File: src/common/icp_pkg.sv
package icp_pkg;

    // =========================================================
    // Register map (byte offsets on the plain register port)
    localparam logic [7:0] ICP_OFS_CTRL_ONE = 8'h00;
    localparam logic [7:0] ICP_OFS_CTRL_TWO = 8'h04;
    localparam logic [7:0] ICP_OFS_FIFO_OUT = 8'h08;
    localparam logic [7:0] ICP_OFS_COUNTER = 8'h0c;

    // =========================================================
    // capture_control_one fields
    localparam int ICP_C1_IDLE_BIT = 13;
    localparam int ICP_C1_TSEL_LSB = 10;
    localparam int ICP_C1_ICI_LSB = 5;
    localparam int ICP_C1_OVF_BIT = 4;
    localparam int ICP_C1_BNE_BIT = 3;
    localparam int ICP_C1_MODE_LSB = 0;
    localparam logic [15:0] ICP_C1_WMASK = 16'h3c67;
    localparam logic [15:0] ICP_C1_RESET = 16'h0000;

    // =========================================================
    // capture_control_two fields
    localparam int ICP_C2_CASC_BIT = 8;
    localparam int ICP_C2_TRIG_BIT = 7;
    localparam int ICP_C2_TSTAT_BIT = 6;
    localparam int ICP_C2_SSEL_LSB = 0;
    localparam logic [15:0] ICP_C2_WMASK = 16'h01df;
    localparam logic [15:0] ICP_C2_RESET = 16'h000d;

    // =========================================================
    // Encodings and sizes
    localparam logic [2:0] ICP_TSEL_SYSCLK = 3'h7;
    localparam logic [4:0] ICP_SSEL_NONE = 5'h00;
    localparam int ICP_FIFO_DEPTH = 4;
    localparam logic [15:0] ICP_CNT_MAX = 16'hffff;
    localparam logic [15:0] ICP_CNT_RESET = 16'h0000;
    localparam logic [3:0] ICP_PRE4_LAST = 4'h3;
    localparam logic [3:0] ICP_PRE16_LAST = 4'hf;

    typedef enum logic [2:0] {
        ICP_MODE_OFF = 3'h0,
        ICP_MODE_BOTH = 3'h1,
        ICP_MODE_FALL = 3'h2,
        ICP_MODE_RISE = 3'h3,
        ICP_MODE_PRE4 = 3'h4,
        ICP_MODE_PRE16 = 3'h5,
        ICP_MODE_RSVD = 3'h6,
        ICP_MODE_WAKE = 3'h7
    } icp_mode_e;

    typedef enum logic [1:0] {
        ICP_OP_FREE,
        ICP_OP_SYNC,
        ICP_OP_TRIG,
        ICP_OP_SWTRIG
    } icp_op_e;

    typedef struct packed {
        logic [7:0] addr;
        logic [15:0] wdata;
        logic wr;
        logic rd;
    } icp_bus_req_s;

    // Pulses between the odd (low word) and even (high word) partner
    typedef struct packed {
        logic wrap;
        logic clear;
        logic capture;
    } icp_casc_s;

endpackage : icp_pkg

File: src/rtl/icp_capture.sv
module icp_capture (
    input wire logic clk_sys,
    input wire logic rst,
    input wire icp_pkg::icp_bus_req_s bus_req,
    output logic [15:0] bus_rdata,
    input wire logic capture_input_pin,
    input wire logic [7:0] time_base_ticks,
    input wire logic [31:0] sync_events,
    input wire logic [31:0] sync_sources_on,
    input wire logic cpu_idle,
    input wire logic module_is_odd,
    input wire icp_pkg::icp_casc_s casc_in,
    output icp_pkg::icp_casc_s casc_out,
    output logic capture_irq
);
    import icp_pkg::*;

    // =========================================================
    // Registers
    logic [15:0] ctrl_one_r;
    logic [15:0] ctrl_two_r;
    logic trig_status_r;
    logic ovf_r;
    logic [15:0] cnt_r;
    logic [15:0] fifo_mem [ICP_FIFO_DEPTH];
    logic [1:0] wr_ptr_r;
    logic [1:0] rd_ptr_r;
    logic [2:0] fill_r;
    logic pin_d_r;
    logic [3:0] pre_cnt_r;
    logic [1:0] irq_cnt_r;
    logic [15:0] rdata_r;
    logic irq_r;
    icp_casc_s casc_r;

    // =========================================================
    // Field decode
    icp_mode_e mode;
    logic [2:0] tsel;
    logic [1:0] captures_per_interrupt;
    logic stop_idle;
    logic cascade;
    logic trig_sel;
    logic [4:0] ssel;
    logic even_slave;
    icp_op_e op;

    assign mode = icp_mode_e'(ctrl_one_r[ICP_C1_MODE_LSB +: 3]);
    assign tsel = ctrl_one_r[ICP_C1_TSEL_LSB +: 3];
    assign captures_per_interrupt = ctrl_one_r[ICP_C1_ICI_LSB +: 2];
    assign stop_idle = ctrl_one_r[ICP_C1_IDLE_BIT];
    assign cascade = ctrl_two_r[ICP_C2_CASC_BIT];
    assign trig_sel = ctrl_two_r[ICP_C2_TRIG_BIT];
    assign ssel = ctrl_two_r[ICP_C2_SSEL_LSB +: 5];
    // Even half of a pair follows the odd half when its trigger bit is clear
    assign even_slave = cascade && !module_is_odd && !trig_sel;

    function automatic icp_op_e op_decode(input logic [4:0] sel, input logic trg);
        if (sel == ICP_SSEL_NONE) begin
            op_decode = trg ? ICP_OP_SWTRIG : ICP_OP_FREE;
        end else begin
            op_decode = trg ? ICP_OP_TRIG : ICP_OP_SYNC;
        end
    endfunction : op_decode

    assign op = op_decode(ssel, trig_sel);

    // =========================================================
    // Enables
    logic halted;
    logic tick;
    logic src_event;
    logic src_ready;
    logic running;
    logic cnt_clear;

    assign halted = (mode == ICP_MODE_OFF) || (stop_idle && cpu_idle);
    // Code 111 ticks every cycle; other codes take the external enable pulse
    assign tick = even_slave ? casc_in.wrap
                : (tsel == ICP_TSEL_SYSCLK) ? 1'b1 : time_base_ticks[tsel];
    assign src_event = (ssel != ICP_SSEL_NONE) && sync_events[ssel];
    // A disabled sync source keeps the counter in reset; in trigger mode it only stops the counter
    assign src_ready = (ssel == ICP_SSEL_NONE) || sync_sources_on[ssel];

    always_comb begin
        running = 1'b0;
        cnt_clear = 1'b0;
        if (even_slave) begin
            running = src_ready;
            cnt_clear = casc_in.clear || !src_ready;
        end else begin
            case (op)
                ICP_OP_FREE: begin
                    running = 1'b1;
                end
                ICP_OP_SYNC: begin
                    running = src_ready;
                    cnt_clear = src_event || !src_ready;
                end
                ICP_OP_TRIG: begin
                    running = trig_status_r && src_ready;
                end
                ICP_OP_SWTRIG: begin
                    running = trig_status_r;
                end
                default: begin
                    running = 1'b0;
                end
            endcase
        end
        if (halted) begin
            running = 1'b0;
        end
    end

    // =========================================================
    // Bus decode
    logic wr_one;
    logic wr_two;
    logic wr_cnt;
    logic pop;

    assign wr_one = bus_req.wr && (bus_req.addr == ICP_OFS_CTRL_ONE);
    assign wr_two = bus_req.wr && (bus_req.addr == ICP_OFS_CTRL_TWO);
    assign wr_cnt = bus_req.wr && (bus_req.addr == ICP_OFS_COUNTER);
    assign pop = bus_req.rd && (bus_req.addr == ICP_OFS_FIFO_OUT) && (fill_r != 3'h0);

    always_ff @(posedge clk_sys or posedge rst) begin
        if (rst) begin
            ctrl_one_r <= ICP_C1_RESET;
            ctrl_two_r <= ICP_C2_RESET;
        end else begin
            if (wr_one) begin
                ctrl_one_r <= bus_req.wdata & ICP_C1_WMASK;
            end
            if (wr_two) begin
                ctrl_two_r <= bus_req.wdata & ICP_C2_WMASK;
            end
        end
    end

    // Hardware set of trigger status wins over a software clear
    always_ff @(posedge clk_sys or posedge rst) begin
        if (rst) begin
            trig_status_r <= 1'b0;
        end else if (op == ICP_OP_TRIG && src_event && !halted) begin
            trig_status_r <= 1'b1;
        end else if (wr_two) begin
            trig_status_r <= bus_req.wdata[ICP_C2_TSTAT_BIT];
        end
    end

    // =========================================================
    // Private counter
    always_ff @(posedge clk_sys or posedge rst) begin
        if (rst) begin
            cnt_r <= ICP_CNT_RESET;
        end else if (wr_cnt) begin
            cnt_r <= bus_req.wdata;
        end else if (cnt_clear) begin
            cnt_r <= ICP_CNT_RESET;
        end else if (running && tick) begin
            cnt_r <= cnt_r + 16'h0001;
        end
    end

    // =========================================================
    // Edge qualification
    logic rise;
    logic fall;
    logic edge_hit;
    logic pre_last;
    logic cap_event;

    assign rise = capture_input_pin && !pin_d_r;
    assign fall = !capture_input_pin && pin_d_r;
    assign pre_last = (mode == ICP_MODE_PRE4) ? (pre_cnt_r == ICP_PRE4_LAST)
                                              : (pre_cnt_r == ICP_PRE16_LAST);

    always_comb begin
        case (mode)
            ICP_MODE_BOTH: edge_hit = rise || fall;
            ICP_MODE_FALL: edge_hit = fall;
            ICP_MODE_RISE: edge_hit = rise;
            ICP_MODE_PRE4: edge_hit = rise && pre_last;
            ICP_MODE_PRE16: edge_hit = rise && pre_last;
            ICP_MODE_WAKE: edge_hit = rise;
            default: edge_hit = 1'b0;
        endcase
    end

    // Even half captures with its odd partner so the two words pair up
    assign cap_event = even_slave ? (casc_in.capture && !halted)
                                  : (edge_hit && running);

    always_ff @(posedge clk_sys or posedge rst) begin
        if (rst) begin
            pin_d_r <= 1'b0;
        end else begin
            pin_d_r <= capture_input_pin;
        end
    end

    always_ff @(posedge clk_sys or posedge rst) begin
        if (rst) begin
            pre_cnt_r <= 4'h0;
        end else if (mode != ICP_MODE_PRE4 && mode != ICP_MODE_PRE16) begin
            pre_cnt_r <= 4'h0;
        end else if (rise && running) begin
            pre_cnt_r <= pre_last ? 4'h0 : pre_cnt_r + 4'h1;
        end
    end

    // =========================================================
    // Capture FIFO
    logic full;
    logic push;

    assign full = (fill_r == 3'(ICP_FIFO_DEPTH));
    assign push = cap_event && (!full || pop);

    always_ff @(posedge clk_sys) begin
        if (push) begin
            fifo_mem[wr_ptr_r] <= cnt_r;
        end
    end

    always_ff @(posedge clk_sys or posedge rst) begin
        if (rst) begin
            wr_ptr_r <= 2'h0;
            rd_ptr_r <= 2'h0;
            fill_r <= 3'h0;
        end else begin
            if (push) begin
                wr_ptr_r <= wr_ptr_r + 2'h1;
            end
            if (pop) begin
                rd_ptr_r <= rd_ptr_r + 2'h1;
            end
            if (push && !pop) begin
                fill_r <= fill_r + 3'h1;
            end else if (pop && !push) begin
                fill_r <= fill_r - 3'h1;
            end
        end
    end

    // A capture into a full FIFO is dropped and sets overflow, unless a pop frees a slot in the same cycle
    always_ff @(posedge clk_sys or posedge rst) begin
        if (rst) begin
            ovf_r <= 1'b0;
        end else if (cap_event && full && !pop) begin
            ovf_r <= 1'b1;
        end else if (pop || mode == ICP_MODE_OFF) begin
            ovf_r <= 1'b0;
        end
    end

    // =========================================================
    // Captures per interrupt
    always_ff @(posedge clk_sys or posedge rst) begin
        if (rst) begin
            irq_cnt_r <= 2'h0;
            irq_r <= 1'b0;
        end else if (mode == ICP_MODE_OFF) begin
            irq_cnt_r <= 2'h0;
            irq_r <= 1'b0;
        end else begin
            irq_r <= 1'b0;
            if (cap_event) begin
                if (irq_cnt_r == captures_per_interrupt) begin
                    irq_cnt_r <= 2'h0;
                    irq_r <= 1'b1;
                end else begin
                    irq_cnt_r <= irq_cnt_r + 2'h1;
                end
            end
        end
    end

    // =========================================================
    // Cascade pulses toward the even partner, one cycle late on all three
    always_ff @(posedge clk_sys or posedge rst) begin
        if (rst) begin
            casc_r <= '0;
        end else begin
            casc_r.wrap <= cascade && running && tick && !cnt_clear
                           && (cnt_r == ICP_CNT_MAX);
            casc_r.clear <= cascade && cnt_clear;
            casc_r.capture <= cascade && cap_event;
        end
    end

    // =========================================================
    // Read data, valid in the cycle after the strobe
    logic [15:0] c1_view;
    logic [15:0] c2_view;

    always_comb begin
        c1_view = ctrl_one_r;
        c1_view[ICP_C1_OVF_BIT] = ovf_r;
        c1_view[ICP_C1_BNE_BIT] = (fill_r != 3'h0);
        c2_view = ctrl_two_r;
        c2_view[ICP_C2_TSTAT_BIT] = trig_status_r;
    end

    always_ff @(posedge clk_sys or posedge rst) begin
        if (rst) begin
            rdata_r <= 16'h0000;
        end else if (bus_req.rd) begin
            case (bus_req.addr)
                ICP_OFS_CTRL_ONE: rdata_r <= c1_view;
                ICP_OFS_CTRL_TWO: rdata_r <= c2_view;
                // Empty FIFO reads as zero and pops nothing
                ICP_OFS_FIFO_OUT: rdata_r <= (fill_r != 3'h0) ? fifo_mem[rd_ptr_r] : 16'h0000;
                ICP_OFS_COUNTER: rdata_r <= cnt_r;
                default: rdata_r <= 16'h0000;
            endcase
        end else begin
            rdata_r <= 16'h0000;
        end
    end

    assign bus_rdata = rdata_r;
    assign capture_irq = irq_r;
    assign casc_out = casc_r;

endmodule : icp_capture

File: config.mk
export PLATFORM = sky130hd
export DESIGN_NAME = icp_capture
export DESIGN_NICKNAME = d
export VERILOG_FILES = /design/src/common/icp_pkg.sv /design/src/rtl/icp_capture.sv
export SDC_FILE = /design/constraint.sdc
export NUM_CORES = 1
export LEC_CHECK = 0
export ABC_AREA = 0
export BUFFER_PORTS_ARGS = -buffer_cell sky130_fd_sc_hd__buf_2
export CORE_MARGIN = 8
export CORE_UTILIZATION = 52
export CTS_BUF_LIST = sky130_fd_sc_hd__clkbuf_2
export DETAILED_ROUTE_END_ITERATION = 16
export PLACE_DENSITY = 0.81
export SLEW_MARGIN = 10
export SYNTH_ARGS = -nofsm -noshare
export SYNTH_HDL_FRONTEND = slang
export SYNTH_SLANG_ARGS = --single-unit
File: constraint.sdc
create_clock -name clk_sys -period 3.3 [get_ports clk_sys]
set_clock_uncertainty 0.1 [all_clocks]
set_input_delay 0.99 -clock clk_sys [delete_from_list [all_inputs] [get_ports clk_sys]]
set_output_delay 0.99 -clock clk_sys [all_outputs]
set_load 0.01 [all_outputs]
==> impl_metrics.ini <==
[global_routing]
grt_max_degree = 31
grt_pass1_wl_um = 27500
grt_overflow = 0
grt.total_usage = 0.217
antenna_found_initial = 1
grt_pass1_vias = 5324

[synth]
synthTopCellsByArea = edfxtp_1 29%, dfrtp_1 25%, mux4_2 7.2%, mux2i_1 4.3%, mux2_2 3.3%
synthFlopType = dfrtp_1
synth_seq_area_share = 0.554
synth_top_area_share = 0.293
synth-edff-count = 64
synthCells = 502
ys_async_sr_fraction = 0.515
ys_warn_count = 0
ys_types = 61
synth_nets = 618
synth_top_cell_by_area = edfxtp_1
netlist_area_mm2 = 0.00655
ys_ff_latch = 132
syn_avg_cell_area_um2 = 13.0

[timing]
finalCritPeriodShare = 0.968
hold_viol = 0
max_freq_mhz = 313
rsz0062_at_grt = yes
worst_slew_pin_slew_ns = 0.624
setup_ws_ns = 0.105
slew_headroom = 0.584
drv_slew = 0
setup_viol = 0
holdWs_ns = 0.157
period_needed_ns = 3.20

[die]
die_h_um = 128
start_util = 0.525
die_w_um = 128
io_pins = 126
coreArea_mm2 = 0.0125
core.rowCount = 41
fp.dieArea_mm2 = 0.0164

[setup_path]
cp-endpoint = fill_r[2]
reg2reg_to = fill_r[2]
r2r_cells = 13
path_cells = buf_12 -> mux2i_1 -> a22oi_1 -> nand2_1 -> a221oi_4 -> a31oi_4 -> a31oi_4 -> ha_2 -> inv_2 -> fa_2 -> xor2_1 -> nor2_1 -> xor2_1
cpMaxStageDelayCell = dfstp_2
r2r_start = ctrl_two_r[0]
timing.critical_path.buf_inv = 2
startpoint = ctrl_two_r[0]
crit_family = compound AO/OA/AOI/OAI gates
crit_fanout = 18
critPathKind = flop to flop
cpPeakStageDelay_ns = 0.60
crit_path_start_kind = flop
cp_data_required_time_ns = 3.78
r2r_slack_ns = 0.10
cp-end-kind = flop
arrival_ns = 3.68
path_depth = 13

[clock_tree]
insertion_delay_ns = 0.67
cts-root-buf = clkbuf_2
cts_tree = done
cts_buffers = 17
path_clk_slew_ns = 0.19
cts_hold_buf = 0
cts.sinks = 132
htree_levels = 4
cts_max_path_buffers = 2

[power]
clock_power_share = 0.291
internal_power_w = 0.00230
p_leak_nw = 3.34
cellPowerDensity_mw_per_mm2 = 396
pwr-share-comb = 0.127
ir_drop_mv = 0.218
p_seq_frac = 0.582
switching_share = 0.269
switching_power_w = 0.000847

[detailed_routing]
ant_nets = 0
viasPerCell = 5.93
drc = 0
drtIter0Drc = 411
wl_per_cell_um = 20.2
num_vias = 5038
drt_wl_total_um = 17100
firstDrtPassIters = 6

[placement]
place.gp.congestion = 0.880
placed_cell_area_mm2 = 0.00768
hpwl_um = 12900
io_buffers = 124
pre_cts_ws_ns = -0.353

[final_layout]
layout-drive-gt1-share = 0.386
area_growth_pct = 21.3
finish.instance_area_mm2 = 0.00795
fin_nets = 780

[run_status]
outcome = complete, no violations

[job]
drv_cap = 0

[hold_path]
hp-class = input pin to async pin
==> how the worst min path moves through the flow <==
stage,from,end,slack (ns),cells past startpoint
2_1_floorplan,trig_status_r,trig_status_r,0.39,2
3_3_place_gp,trig_status_r,trig_status_r,0.42,2
3_5_place_dp,trig_status_r,trig_status_r,0.44,2
4_1_cts,rst,pre_cnt_r[1],0.10,2
5_1_grt,rst,pre_cnt_r[0],0.08,2
6_report,rst,pre_cnt_r[1],0.16,2
==> final cells by class <==
| class | instances | area [µm²] |
|---|---|---|
| Antenna cell | 1 | 2.50 |
| Clock buffer | 21 | 105 |
| Clock inverter | 11 | 113 |
| Fill cell | 941 | 4520 |
| Inverter | 16 | 67.6 |
| Multi-Input combinational cell | 331 | 2810 |
| Sequential cell | 132 | 3630 |
| Tap cell | 172 | 215 |
| Timing Repair Buffer | 166 | 1010 |
==> logic make-up (layout without fill, tap and decap cells) <==
| group | count (synthesis) | in the layout | synth area share |
|---|---|---|---|
| other | 0 | 1 | 0 |
| muxes | 69 | 69 | 0.152 |
| DFF | 132 | 132 | 0.554 |
| adders and majority gates | 10 | 10 | 0.0203 |
| AOI/OAI and AO/OA | 88 | 88 | 0.103 |
| buffers and inverters | 39 | 214 | 0.0281 |
| xor gates and xnor gates | 20 | 20 | 0.0267 |
| and+or+nand+nor | 144 | 144 | 0.117 |
==> power by group through the flow <==
stage | Combinational, W | Clock [W] | Sequential [W]
2_1_floorplan | 0.000243 | 0 | 0.00184
4_1_cts | 0.000397 | 0.000930 | 0.00183
3_3_place_gp | 0.000373 | 0 | 0.00186
5_1_grt | 0.000438 | 0.00100 | 0.00184
6_report | 0.000400 | 0.000916 | 0.00183
3_5_place_dp | 0.000394 | 0 | 0.00187
==> cells in the final DEF (no fill, tap or decap), types with 4 or more instances in the layout <==
cell type / netlist / final
ha_1: 9 / 6
and2_1: 8 / 8
xor2_1: 16 / 16
xnor2_1: 4 / 4
buf_2: 5 / 124
buf_4: 0 / 36
buf_12: 1 / 6
dfrtp_1: 65 / 65
o21ai_0: 15 / 15
clkinv_2: 0 / 4
clkbuf_2: 0 / 21
nand4_1: 5 / 5
nand2_1: 45 / 44
a222oi_1: 12 / 12
mux4_2: 21 / 21
edfxtp_1: 64 / 64
or3_1: 4 / 4
and3_1: 10 / 10
mux2i_1: 28 / 27
mux2_2: 19 / 19
a22oi_1: 11 / 11
nor2_1: 26 / 26
nand3_1: 15 / 15
inv_1: 16 / 13
nand2b_1: 4 / 4
nor3_1: 4 / 4
a21oi_1: 20 / 20
==> what timing repair did <==
item / in CTS / in global routing
gates resized for setup: 3 / 3
setup endpoints to repair: 1 / 5
pin swaps: 1 / 4
setup buffers: 2 / 1
==> registers in the layout, indices dropped and copies added (netlist names) <==
name           count
irq_cnt_r          2
wr_ptr_r           2
pin_d_r            1
ctrl_two_r         7
ctrl_one_r         9
cnt_r             16
pre_cnt_r          4
capture_irq        1
fill_r             3
casc_out           3
bus_rdata         16
trig_status_r      1
ovf_r              1
fifo_mem          64
rd_ptr_r           2
==> worst register-to-register path, cell delays in order (launching register included) <==
cell,delay [ns]
dfstp_2,0.60
buf_12,0.17
mux2i_1,0.09
a22oi_1,0.25
nand2_1,0.17
a221oi_4,0.31
a31oi_4,0.17
a31oi_4,0.18
ha_2,0.21
inv_2,0.04
fa_2,0.35
xor2_1,0.17
nor2_1,0.13
xor2_1,0.19
==> stage by stage <==
step / cells / TNS (ns) / utilization / total power, W
floorplan: 502 / -0.137 / - / 0.00208
global placement: 814 / -0.409 / 0.616 / 0.00223
detailed placement: 814 / -0.558 / 0.616 / 0.00226
CTS: 848 / 0 / 0.636 / 0.00316
global route: 850 / -0.0172 / 0.637 / 0.00328
finish: 850 / 0 / 0.637 / 0.00315
==> cells in the mapped netlist (all sizes together), types with 9 or more instances <==
master	n
clkbuf	14
a222oi	12
dfrtp	65
buf	9
nor2	26
o21ai	17
mux2	19
inv	16
mux4	22
a21oi	21
a22oi	11
nand3	15
mux2i	28
xor2	16
nand2	45
edfxtp	64
ha	9
and3	10
==> metal layers <==
layer / part of all wire / track usage / vias to the layer above
met2: 0.50 / 0.360 / 294
met5: 0 / 0 / -
li1: - / - / 2254
met3: 0.089 / 0.0616 / 35
met1: 0.39 / 0.259 / 2455
met4: 0.024 / 0.0944 / 0
No activity file was read; power rests on OpenSTA's default activity.
